[config.mk]
export PLATFORM = sky130hd
export DESIGN_NAME = iocmd_interp
export DESIGN_NICKNAME = d
export VERILOG_FILES = /design/src/logic/iocmd_pkg.sv /design/src/logic/iocmd_interp.sv /design/src/logic/iocmd_byte_buf.sv /design/src/logic/iocmd_len_calc.sv
export VERILOG_INCLUDE_DIRS = /design/src /design/src/logic
export SDC_FILE = /design/constraint.sdc
export NUM_CORES = 2
export LEC_CHECK = 0
export BUFFER_PORTS_ARGS = -buffer_cell sky130_fd_sc_hd__buf_4
export CORE_MARGIN = 5
export CORE_UTILIZATION = 45
export CTS_BUF_LIST = sky130_fd_sc_hd__clkbuf_4 sky130_fd_sc_hd__clkbuf_8
export DETAILED_ROUTE_END_ITERATION = 6
export PLACE_DENSITY = 0.69
export RECOVER_POWER = 25
export SLEW_MARGIN = 15
export SYNTH_ARGS = -nofsm -noshare
export SYNTH_HDL_FRONTEND = slang
export SYNTH_SLANG_ARGS = --single-unit
[constraint.sdc]
create_clock -name mclk -period 27.6 [get_ports mclk]
set_clock_uncertainty 0.15 [all_clocks]
set_input_delay 2.76 -clock mclk [delete_from_list [all_inputs] [get_ports mclk]]
set_output_delay 2.76 -clock mclk [all_outputs]
set_load 0.01 [all_outputs]
[src/logic/iocmd_defs.svh]
`ifndef IOCMD_DEFS_SVH
`define IOCMD_DEFS_SVH

// command codes, first byte of every message
`define IOCMD_OP_RD_COIL 8'h01
`define IOCMD_OP_RD_HOLD 8'h03
`define IOCMD_OP_RD_INP  8'h04
`define IOCMD_OP_WR_COIL 8'h0F
`define IOCMD_OP_WR_HOLD 8'h10

// error flag ored into the echoed command, and error codes
`define IOCMD_ERR_FLAG  8'h80
`define IOCMD_ERR_NONE  8'h00
`define IOCMD_ERR_FUNC  8'h01
`define IOCMD_ERR_ADDR  8'h02
`define IOCMD_ERR_VALUE 8'h03
`define IOCMD_ERR_FAIL  8'h04

// byte positions inside a request
`define IOCMD_POS_DLEN  9'h005
`define IOCMD_POS_DATA  9'h006
`define IOCMD_RD_BYTES  9'h005
`define IOCMD_POS_SAT   9'h1FF

// payload buffer and register count limits
`define IOCMD_BUF_BYTES 32
`define IOCMD_BUF_LIM   9'h020
`define IOCMD_MAX_COILS 16'h0100
`define IOCMD_MAX_WORDS 16'h0010
`define IOCMD_ADDR_TOP  17'h10000

// response lengths in bytes
`define IOCMD_RESP_ERR  6'h02
`define IOCMD_RESP_WR   6'h05
`define IOCMD_RESP_HDR  6'h02

`endif

[src/logic/iocmd_pkg.sv]
`include "iocmd_defs.svh"
package iocmd_pkg;

   // register class addressed by a command
   typedef enum logic [1:0] {KIND_COIL, KIND_HOLD, KIND_INP} iocmd_kind_t;

   // interpreter states
   typedef enum logic [2:0] {
      ST_IDLE, ST_RX, ST_CHECK, ST_EXEC, ST_RESP
   } iocmd_state_t;

   // incoming command byte
   typedef struct packed {
      logic       valid;
      logic       sof;
      logic       last;
      logic [7:0] data;
   } iocmd_rx_t;

   // outgoing response byte
   typedef struct packed {
      logic       valid;
      logic       last;
      logic [7:0] data;
   } iocmd_tx_t;

   // access to one i/o channel register
   typedef struct packed {
      logic        valid;
      logic        wr;
      iocmd_kind_t kind;
      logic [15:0] addr;
      logic [15:0] wdata;
   } iocmd_req_t;

   // answer of the i/o channel register space
   typedef struct packed {
      logic        ack;
      logic        err_addr;
      logic        fail;
      logic [15:0] rdata;
   } iocmd_rsp_t;

   // payload buffer contents
   typedef struct packed {
      logic [`IOCMD_BUF_BYTES*8-1:0] bits;
   } iocmd_buf_t;

   // interpreter control state
   typedef struct packed {
      iocmd_state_t st;
      logic [7:0]   cmd;
      logic [15:0]  start;
      logic [15:0]  count;
      logic [7:0]   dlen;
      logic [8:0]   nrx;
      logic [7:0]   err;
      logic [15:0]  idx;
      iocmd_req_t   req;
      iocmd_tx_t    tx;
      logic [5:0]   tidx;
   } iocmd_ctl_t;

endpackage

[src/logic/iocmd_interp.sv]
`timescale 1ns/1ps
`include "iocmd_defs.svh"
module iocmd_interp (
   input  wire logic                  mclk,
   input  wire logic                  rst,
   input  wire logic                  ce,
   input  wire iocmd_pkg::iocmd_rx_t  rx,
   output logic                       rx_ready,
   output iocmd_pkg::iocmd_tx_t       tx,
   input  wire logic                  tx_ready,
   output iocmd_pkg::iocmd_req_t      reg_req,
   input  wire iocmd_pkg::iocmd_rsp_t reg_rsp
);
   import iocmd_pkg::*;

   iocmd_ctl_t  ctl_ff;
   iocmd_ctl_t  nxt_ctl;
   iocmd_kind_t cmd_kind;
   logic        cmd_legal;
   logic        cmd_wr;
   logic [15:0] exp_len;
   logic        fits;
   logic [7:0]  chk_err;
   logic [255:0] mem;
   logic        clr;
   logic        byte_we;
   logic [4:0]  byte_idx;
   logic        word_we;
   logic        bit_we;
   logic        restart;
   logic [8:0]  pos;
   logic [8:0]  poff;
   logic        tload;
   logic [5:0]  ti;
   logic [5:0]  rlen;
   logic [15:0] nidx;

   // operation decode of the held command code
   always_comb begin
      cmd_kind  = KIND_HOLD;
      cmd_legal = 1'b1;
      cmd_wr    = 1'b0;
      case (ctl_ff.cmd)
         `IOCMD_OP_RD_COIL: cmd_kind = KIND_COIL;
         `IOCMD_OP_RD_HOLD: cmd_kind = KIND_HOLD;
         `IOCMD_OP_RD_INP:  cmd_kind = KIND_INP;
         `IOCMD_OP_WR_COIL: begin
            cmd_kind = KIND_COIL;
            cmd_wr   = 1'b1;
         end
         `IOCMD_OP_WR_HOLD: cmd_wr = 1'b1;
         default:           cmd_legal = 1'b0;
      endcase
   end

   iocmd_len_calc u_len (
      .kind   (cmd_kind),
      .count  (ctl_ff.count),
      .nbytes (exp_len),
      .fits   (fits)
   );

   // request checks, first failing check gives the code
   always_comb begin
      chk_err = `IOCMD_ERR_NONE;
      if (!cmd_legal) begin
         chk_err = `IOCMD_ERR_FUNC;
      end else if (!fits) begin
         chk_err = `IOCMD_ERR_VALUE;
      end else if (cmd_wr && (ctl_ff.nrx < `IOCMD_POS_DATA
                   || {8'h00, ctl_ff.dlen} != exp_len
                   || ctl_ff.nrx != {1'b0, ctl_ff.dlen} + `IOCMD_POS_DATA))
      begin
         chk_err = `IOCMD_ERR_VALUE;
      end else if (!cmd_wr && ctl_ff.nrx != `IOCMD_RD_BYTES) begin
         chk_err = `IOCMD_ERR_VALUE;
      end else if ({1'b0, ctl_ff.start} + {1'b0, ctl_ff.count}
                   > `IOCMD_ADDR_TOP) begin
         chk_err = `IOCMD_ERR_ADDR;
      end
   end

   // write value of register ix taken from the payload
   function automatic logic [15:0] word_at(input logic [15:0] ix);
      if (!cmd_wr) begin
         return 16'h0000;
      end
      if (cmd_kind == KIND_COIL) begin
         return {15'h0000, mem[ix[7:0]]};
      end
      return {mem[{ix[3:0], 4'h0} +: 8], mem[{ix[3:0], 4'h8} +: 8]};
   endfunction

   // response length for error code e
   function automatic logic [5:0] resp_len(input logic [7:0] e);
      if (e != `IOCMD_ERR_NONE) begin
         return `IOCMD_RESP_ERR;
      end
      if (cmd_wr) begin
         return `IOCMD_RESP_WR;
      end
      return `IOCMD_RESP_HDR + exp_len[5:0];
   endfunction

   // response byte i for error code e
   function automatic logic [7:0] resp_byte(input logic [5:0] i,
                                            input logic [7:0] e);
      logic [5:0] k;
      k = i - `IOCMD_RESP_HDR;
      if (i == 6'h00) begin
         return (e != `IOCMD_ERR_NONE) ? (ctl_ff.cmd | `IOCMD_ERR_FLAG)
                                       : ctl_ff.cmd;
      end
      if (e != `IOCMD_ERR_NONE) begin
         return e;
      end
      if (cmd_wr) begin
         unique case (i)
            6'h01:   return ctl_ff.start[15:8];
            6'h02:   return ctl_ff.start[7:0];
            6'h03:   return ctl_ff.count[15:8];
            default: return ctl_ff.count[7:0];
         endcase
      end
      if (i == 6'h01) begin
         return exp_len[7:0];
      end
      return mem[{k[4:0], 3'h0} +: 8];
   endfunction

   // next state of the interpreter
   always_comb begin
      nxt_ctl  = ctl_ff;
      clr      = 1'b0;
      byte_we  = 1'b0;
      byte_idx = 5'h00;
      word_we  = 1'b0;
      bit_we   = 1'b0;
      restart  = 1'b0;
      pos      = 9'h000;
      poff     = 9'h000;
      tload    = 1'b0;
      ti       = 6'h00;
      rlen     = 6'h00;
      nidx     = ctl_ff.idx + 16'h0001;
      unique case (ctl_ff.st)
         ST_IDLE, ST_RX: begin
            if (rx.valid && rx_ready) begin
               restart = (ctl_ff.st == ST_IDLE) || rx.sof;
               pos     = restart ? 9'h000 : ctl_ff.nrx;
               poff    = pos - `IOCMD_POS_DATA;
               if (restart) begin
                  nxt_ctl.start = 16'h0000;
                  nxt_ctl.count = 16'h0000;
                  nxt_ctl.dlen  = 8'h00;
               end
               nxt_ctl.nrx = (pos == `IOCMD_POS_SAT) ? pos : pos + 9'h001;
               unique case (pos)
                  9'h000:  nxt_ctl.cmd = rx.data;
                  9'h001:  nxt_ctl.start[15:8] = rx.data;
                  9'h002:  nxt_ctl.start[7:0] = rx.data;
                  9'h003:  nxt_ctl.count[15:8] = rx.data;
                  9'h004:  nxt_ctl.count[7:0] = rx.data;
                  9'h005:  nxt_ctl.dlen = rx.data;
                  default: begin
                     byte_we  = (poff < `IOCMD_BUF_LIM);
                     byte_idx = poff[4:0];
                  end
               endcase
               nxt_ctl.st = rx.last ? ST_CHECK : ST_RX;
            end
         end
         ST_CHECK: begin
            nxt_ctl.err = chk_err;
            nxt_ctl.idx = 16'h0000;
            if (chk_err != `IOCMD_ERR_NONE) begin
               tload      = 1'b1;
               nxt_ctl.st = ST_RESP;
            end else begin
               clr               = !cmd_wr;
               nxt_ctl.req.valid = 1'b1;
               nxt_ctl.req.wr    = cmd_wr;
               nxt_ctl.req.kind  = cmd_kind;
               nxt_ctl.req.addr  = ctl_ff.start;
               nxt_ctl.req.wdata = word_at(16'h0000);
               nxt_ctl.st        = ST_EXEC;
            end
         end
         ST_EXEC: begin
            if (ctl_ff.req.valid && reg_rsp.ack) begin
               if (reg_rsp.err_addr) begin
                  nxt_ctl.err       = `IOCMD_ERR_ADDR;
                  nxt_ctl.req.valid = 1'b0;
                  tload             = 1'b1;
                  nxt_ctl.st        = ST_RESP;
               end else if (reg_rsp.fail) begin
                  nxt_ctl.err       = `IOCMD_ERR_FAIL;
                  nxt_ctl.req.valid = 1'b0;
                  tload             = 1'b1;
                  nxt_ctl.st        = ST_RESP;
               end else begin
                  bit_we  = !ctl_ff.req.wr && cmd_kind == KIND_COIL;
                  word_we = !ctl_ff.req.wr && cmd_kind != KIND_COIL;
                  if (nidx == ctl_ff.count) begin
                     nxt_ctl.req.valid = 1'b0;
                     tload             = 1'b1;
                     nxt_ctl.st        = ST_RESP;
                  end else begin
                     nxt_ctl.idx       = nidx;
                     nxt_ctl.req.addr  = ctl_ff.start + nidx;
                     nxt_ctl.req.wdata = word_at(nidx);
                  end
               end
            end
         end
         ST_RESP: begin
            if (ctl_ff.tx.valid && tx_ready) begin
               if (ctl_ff.tx.last) begin
                  nxt_ctl.tx.valid = 1'b0;
                  nxt_ctl.tx.last  = 1'b0;
                  nxt_ctl.st       = ST_IDLE;
               end else begin
                  tload = 1'b1;
                  ti    = ctl_ff.tidx + 6'h01;
               end
            end
         end
      endcase
      // load the next response byte into the output register
      if (tload) begin
         rlen             = resp_len(nxt_ctl.err);
         nxt_ctl.tidx     = ti;
         nxt_ctl.tx.valid = 1'b1;
         nxt_ctl.tx.data  = resp_byte(ti, nxt_ctl.err);
         nxt_ctl.tx.last  = (ti == rlen - 6'h01);
      end
   end

   // control register, frozen while ce is low
   always_ff @(posedge mclk or posedge rst) begin
      if (rst) begin
         ctl_ff <= '0;
      end else if (ce) begin
         ctl_ff <= nxt_ctl;
      end
   end

   iocmd_byte_buf u_buf (
      .mclk     (mclk),
      .rst      (rst),
      .ce       (ce),
      .clr      (clr),
      .byte_we  (byte_we),
      .byte_idx (byte_idx),
      .byte_val (rx.data),
      .word_we  (word_we),
      .word_idx (ctl_ff.idx[3:0]),
      .word_val (reg_rsp.rdata),
      .bit_we   (bit_we),
      .bit_idx  (ctl_ff.idx[7:0]),
      .bit_val  (reg_rsp.rdata[0]),
      .mem      (mem)
   );

   // handshake outputs are held off while ce is low
   always_comb begin
      rx_ready      = ce && (ctl_ff.st == ST_IDLE || ctl_ff.st == ST_RX);
      tx            = ctl_ff.tx;
      tx.valid      = ctl_ff.tx.valid && ce;
      reg_req       = ctl_ff.req;
      reg_req.valid = ctl_ff.req.valid && ce;
   end
endmodule

[src/logic/iocmd_byte_buf.sv]
`timescale 1ns/1ps
`include "iocmd_defs.svh"
module iocmd_byte_buf (
   input  wire logic                          mclk,
   input  wire logic                          rst,
   input  wire logic                          ce,
   input  wire logic                          clr,
   input  wire logic                          byte_we,
   input  wire logic [4:0]                    byte_idx,
   input  wire logic [7:0]                    byte_val,
   input  wire logic                          word_we,
   input  wire logic [3:0]                    word_idx,
   input  wire logic [15:0]                   word_val,
   input  wire logic                          bit_we,
   input  wire logic [7:0]                    bit_idx,
   input  wire logic                          bit_val,
   output logic [`IOCMD_BUF_BYTES*8-1:0]      mem
);
   import iocmd_pkg::*;

   iocmd_buf_t store_ff;
   iocmd_buf_t nxt_store;

   // byte n sits at bits 8n+7..8n; coil k at bit k, so coils pack lsb first
   always_comb begin
      nxt_store = store_ff;
      if (clr) begin
         nxt_store.bits = '0;
      end
      if (byte_we) begin
         nxt_store.bits[{byte_idx, 3'h0} +: 8] = byte_val;
      end
      if (word_we) begin
         nxt_store.bits[{word_idx, 4'h0} +: 8] = word_val[15:8];
         nxt_store.bits[{word_idx, 4'h8} +: 8] = word_val[7:0];
      end
      if (bit_we) begin
         nxt_store.bits[bit_idx] = bit_val;
      end
   end

   // storage register, frozen while ce is low
   always_ff @(posedge mclk or posedge rst) begin
      if (rst) begin
         store_ff <= '0;
      end else if (ce) begin
         store_ff <= nxt_store;
      end
   end

   assign mem = store_ff.bits;

endmodule

[src/logic/iocmd_len_calc.sv]
`timescale 1ns/1ps
`include "iocmd_defs.svh"
module iocmd_len_calc (
   input  wire iocmd_pkg::iocmd_kind_t kind,
   input  wire logic [15:0]            count,
   output logic [15:0]                 nbytes,
   output logic                        fits
);
   import iocmd_pkg::*;

   logic [16:0] coil_sum;

   // coils share packed bytes, words take two bytes each
   always_comb begin
      coil_sum = {1'b0, count} + 17'h00007;
      if (kind == KIND_COIL) begin
         nbytes = {2'h0, coil_sum[16:3]};
         fits   = (count != 16'h0000) && (count <= `IOCMD_MAX_COILS);
      end else begin
         nbytes = {count[14:0], 1'b0};
         fits   = (count != 16'h0000) && (count <= `IOCMD_MAX_WORDS);
      end
   end

endmodule

# ---- Word-level counts from Yosys, hierarchy flattened
# Index checks and enable logic that the tools add are counted.
dict set report classes {
  addsub 14
  magnitude_cmp 8
  eq_ne 32
  shifts 9
  n_mux 145
  n_bitwise 1
  n_reduce_logical 56
}
# cell n
set op_table {}
lappend op_table {{bitwise mux 256 bit} 4}
lappend op_table {{two-way mux 256 bit} 4}
lappend op_table {{variable shift 8 x 10 -> 256 bit, first input constant} 3}
lappend op_table {{variable part select 256 x 9 -> 8 bit} 3}
lappend op_table {{variable part select 8 x 10 -> 256 bit} 3}
lappend op_table {{two-way mux 16 bit} 12}
lappend op_table {{two-way mux 8 bit} 17}
lappend op_table {{two-way mux 32 bit} 4}
lappend op_table {{case mux 32 bit (2 select lines)} 1}
lappend op_table {{two-way mux 1 bit} 63}
lappend op_table {{two-way mux 60 bit} 1}
lappend op_table {{case mux 25 bit (2 select lines)} 1}
lappend op_table {{two-way mux 6 bit} 8}
lappend op_table {{two-way mux 40 bit} 1}
lappend op_table {{two-way mux 36 bit} 1}
lappend op_table {{negator 8 -> 10 bit} 3}
lappend op_table {{AND reduction 4 bit} 7}
lappend op_table {{two-way mux 25 bit} 1}
lappend op_table {{case mux 8 bit (3 select lines)} 1}
lappend op_table {{two-way mux 3 bit} 7}
lappend op_table {{nonzero test 2 bit} 10}
lappend op_table {{== test 9 x 2 -> 1 bit, second input constant} 2}
lappend op_table {{== test 9 x 3 -> 1 bit, second input constant} 2}
lappend op_table {{less-than comparator 8 x 9 -> 1 bit, second input constant} 2}
lappend op_table {{62 further kinds} 104}
dict set report word_totals {
  ff_bits 392
  inputBits 34
  output_inout_bits 47
}

# ---- Logic depth before layout (Yosys ltp)
dict set report depth {
  word_depth 38
  ltp_mapped 23
  mapped_depth_nobuf 20
}

# ---- By module
# A second synthesis with hierarchy kept.
dict set report unflattened {
  cells_unflattened 4696
  hier_area_um2 38393.1
}
# mod instances cells_each area_per_inst_um2 seq_area_each_um2
set modules_own_cells {}
lappend modules_own_cells {iocmd_byte_buf 1 2730 20831.2 6406.1}
lappend modules_own_cells {iocmd_interp 1 1883 17016.3 3403.3}
lappend modules_own_cells {iocmd_len_calc 1 83 545.5 0.0}

# ---- Worst setup path before layout
# OpenSTA, ideal clock, no wires.
dict set report synth_timing {
  kind {input port to output port}
  start {input port ce}
  end {output port reg_req[35] (netlist name)}
  arrival_ps 3752
  required_ps 24690
  slack_ps 20938
  stages 4
  cell_sequence {clkbuf_1 -> clkbuf_1 -> clkbuf_1 -> and2_1}
}
# item line_no
set synth_rtl {}
lappend synth_rtl {{start: declaration} iocmd_interp.sv:6} ;# input wire logic ce,
lappend synth_rtl {{end: declaration} iocmd_interp.sv:11} ;# output iocmd_pkg::iocmd_req_t reg_req,

# ---- Worst setup path in the final report
dict set report layout_timing {
  start {input port ce}
  end {register u_buf.store_ff (netlist bit u_buf.mem[39])}
}
dict set report layout_via {
  elab_chain_len 13
  elab_cells_between_ends 16
  classes_between {1 x add/sub; 2 x shift; 11 x mux; 2 x reduce/logical}
}
# item line_no
set layout_lines {}
lappend layout_lines {{logical AND 1 bit} iocmd_interp.sv:267} ;# rx_ready = ce && (ctl_ff.st == ST_IDLE || ctl_ff.st == ST_RX);
lappend layout_lines {{logical AND 1 bit} iocmd_interp.sv:148} ;# if (rx.valid && rx_ready) begin
lappend layout_lines {{two-way mux 5 bit} iocmd_interp.sv:148}
lappend layout_lines {{two-way mux 5 bit} iocmd_interp.sv:146} ;# unique case (ctl_ff.st)
lappend layout_lines {{negator 8 -> 10 bit} iocmd_byte_buf.sv:31} ;# nxt_store.bits[{byte_idx, 3'h0} +: 8] = byte_val;
lappend layout_lines {{variable part select 8 x 10 -> 256 bit / variable shift 8 x 10 -> 256 bit (equally long branches)} iocmd_byte_buf.sv:31}
lappend layout_lines {{bitwise mux 256 bit} iocmd_byte_buf.sv:31}
lappend layout_lines {{two-way mux 256 bit} iocmd_byte_buf.sv:30} ;# if (byte_we) begin
lappend layout_lines {{bitwise mux 256 bit} iocmd_byte_buf.sv:34} ;# nxt_store.bits[{word_idx, 4'h0} +: 8] = word_val[15:8];
lappend layout_lines {{bitwise mux 256 bit} iocmd_byte_buf.sv:35} ;# nxt_store.bits[{word_idx, 4'h8} +: 8] = word_val[7:0];
lappend layout_lines {{two-way mux 256 bit} iocmd_byte_buf.sv:33} ;# if (word_we) begin
lappend layout_lines {{bitwise mux 256 bit} iocmd_byte_buf.sv:38} ;# nxt_store.bits[bit_idx] = bit_val;
lappend layout_lines {{two-way mux 256 bit} iocmd_byte_buf.sv:37} ;# if (bit_we) begin
lappend layout_lines {{end signal: assignment} iocmd_byte_buf.sv:47} ;# store_ff <= nxt_store;
lappend layout_lines {{end: declaration} iocmd_byte_buf.sv:21} ;# iocmd_buf_t store_ff;
# Parallel ways exist; a longest one is shown, timed or not.
# A chain may end at the register's enable or synchronous reset.

==> flow_summary.yaml <==
clock_network:
  post_cts_buffers: 0
  cts-root-buf: "clkbuf_8"
  h-tree-depth: 3
  cts_made_buffers: 81
  cts_resized: 0
  clock_sinks: 392
  postCtsHoldBufs: 0
  cts_tree: "yes"
  clk_pin_slew_worst_paths_ns: 0.06
  clockBufferDepth: 3
  insertion_delay_ns: 0.72
timing:
  fin_crit_sh: 0.573
  tns_ns: 0
  min_period_ns: 15.82
  layout_setup_ws_ns: 11.78
  setup_viol: 0
  rsz0062_at_grt: "no"
  tightest_slew_ns: 4.75
  slew_violations: 380
  slew_headroom: -2.16
  fmax_mhz: 63.2
  final_hold_viol_count: 0
grt:
  grt_usage: 0.437
  grt_max_degree: 112
  grt_overflow_total: 0
  antenna_found_initial: 14
  grt_first_pass_wirelength_mm: 272
  grt_pass1_vias: 36700
synthesis:
  synth_nets: 4486
  post_synth.cell_area_avg_um2: 8.04
  ys_ff_latch: 392
  synth_seq_area_share: 0.278
  yosys_warnings: 0
  syn_inst: 4396
  ys.flop_type: "dfrtp_1"
  ys_types: 99
  synth_area_um2: 35300
  synth_edf_count: 0
  async_reset_ff_frac: 1.00
routing:
  top_layer_used: "met5"
  routedWlPerCell_um: 36.9
  initialDrtViolationCount: 7138
  drcViolationCount: 0
  vias: 40000
  drt_wl_total_mm: 194
  wirelength_met1_mm: 66.6
  wl_met3_mm: 29.5
  wl_met2_mm: 77.9
  antenna_left: 0
  vias_per_cell: 7.62
  drt_first_pass_iters: 7
placement:
  dp_hpwl_mm: 133
  gp_congestion: 1.10
  place_ws_ns: 19.08
  io_buffers: 80
finish:
  nNetsFinal: 4243
  area_growth_pct: 6.47
  drive_above_1_share: 0.130
  postLayoutCoreUtil: 0.484
  nFillCells: 7557
  final_cell_mix: "nand2_1, o21ai_0, dfrtp_1, nor2_1, a21oi_1"
  final_common_cell: "nand2_1"
hold_path:
  worstHoldStart: "reg_req[28]"
  hold_path_depth: 2
  worstHoldPathType: "reg2reg"
  holdPathEnd: "reg_req[28]"
critical_path:
  worstRegToRegCells: 15
  r2r_start: "ctl_ff[53]"
  cp.required_ns: 27.86
  endpoint_kind: "flop"
  rrSetupSlack_ns: 20.75
  cp-start-kind: "primary input"
  setup.worst_path.class: "in2reg"
  reg2reg_to: "reg_req[15]"
  crit_fanout: 92
  worstPathArrival_ns: 16.08
outcome:
  status: "finished with violations"
  violations: "capacitance limit, slew limit"
floorplan:
  die_y_um: 290
  initial_core_util: 0.455
  dieArea_um2: 84300
  num_rows: 102
  die_w_um: 290
  ios: 81
  coreArea_um2: 77700
flow_run:
  max_cap_viol_count: 5
power:
  power_leakage_nw: 13.7
  vdd_drop_max_mv: 0.0366
  cellPowerDensity_nw_per_um2: 58.1
-- stage by stage --
step	power, mW	instance area (µm²)	std cells	hold slack, ns
after floorplan	1.19	35300	4396	0.300
after global placement	1.45	35900	5110	0.319
after detailed placement	1.45	35900	5110	0.327
after CTS	2.15	37600	5247	0.339
after global routing	2.25	37600	5248	0.365
final	2.19	37600	5254	0.333
-- layer usage --
metal	GRT usage	up-vias
met5	0.0130	-
li1	-	16200
met1	0.533	19200
met4	0.323	12
met3	0.181	1109
met2	0.615	3549
-- state kept, by name (all words and copies together) (netlist names) --
| register | cells |
|---|---|
| u_buf.mem | 256 |
| reg_req | 35 |
| tx | 9 |
| ctl_ff | 92 |
-- synthesized netlist by cell type (40+ instances only) --
cell type / number / area, µm²
nand3_1: 254 / 1270
a31oi_1: 124 / 776
and2_1: 54 / 338
nor3_1: 54 / 270
o21ai_0: 397 / 1990
o221ai_1: 68 / 596
o2111ai_1: 71 / 622
o21ai_1: 56 / 280
nor2_1: 319 / 1200
a22oi_1: 115 / 863
o22ai_1: 86 / 538
clkbuf_1: 335 / 1260
a221oi_1: 78 / 683
buf_2: 46 / 230
a21oi_1: 270 / 1350
inv_1: 106 / 398
xor2_1: 40 / 350
buf_4: 48 / 360
xnor2_1: 50 / 438
and3_1: 43 / 269
mux4_2: 161 / 3630
buf_1: 48 / 180
mux2i_1: 83 / 831
nand2_1: 548 / 2060
a211oi_1: 47 / 353
o211ai_1: 68 / 510
dfrtp_1: 392 / 9810
ha_1: 54 / 676
-- kinds of logic after synthesis --
logic type / synth area share
fa+ha+maj: 0.0202
compound gates: 0.296
simple gates: 0.184
xor+xnor: 0.0234
flops: 0.278
mux: 0.128
buf+inv: 0.0716
-- critical path: stages --
cell	delay [ns]
clkbuf_1	3.26
clkinvlp_2	4.67
nor3_2	0.89
nand2_1	0.23
nor2_1	0.35
nand2_1	0.25
ha_1	0.33
o21bai_1	0.18
a311o_1	0.53
nor2_1	1.04
nand2_1	0.72
nand3_1	0.25
o211ai_1	0.12
o2111ai_1	0.14
o221ai_1	0.21
-- cell type report --
class / count / area (µm²) / share of cell area
diodes: 7 / 17.5 / 0.000465
clock inverters: 18 / 249 / 0.00662
well taps: 1040 / 1300 / 0.0346
multi-input cells: 3410 / 23100 / 0.615
clock buffers: 119 / 1490 / 0.0397
repair buffers: 161 / 1210 / 0.0320
flip-flops and latches: 392 / 9810 / 0.261
inverters: 107 / 404 / 0.0107
-- worst max-delay path by stage --
stage | startpoint | endpoint | cells past startpoint
2_1_floorplan | rst | ctl_ff[0] | 1
3_3_place_gp | ce | u_buf.mem[192] | 15
3_5_place_dp | ce | u_buf.mem[215] | 15
4_1_cts | ce | u_buf.mem[215] | 15
5_1_grt | ce | u_buf.mem[141] | 15
6_report | ce | u_buf.mem[39] | 15
-- power by group --
| group | switching [mW] | leakage (nW) | internal, mW |
|---|---|---|---|
| registers | 0.141 | 4.98 | 0.643 |
| clock network | 0.302 | 0.921 | 0.400 |
| logic | 0.450 | 7.85 | 0.250 |
| total | 0.893 | 13.7 | 1.29 |
Power figures use the tool's default switching activity.
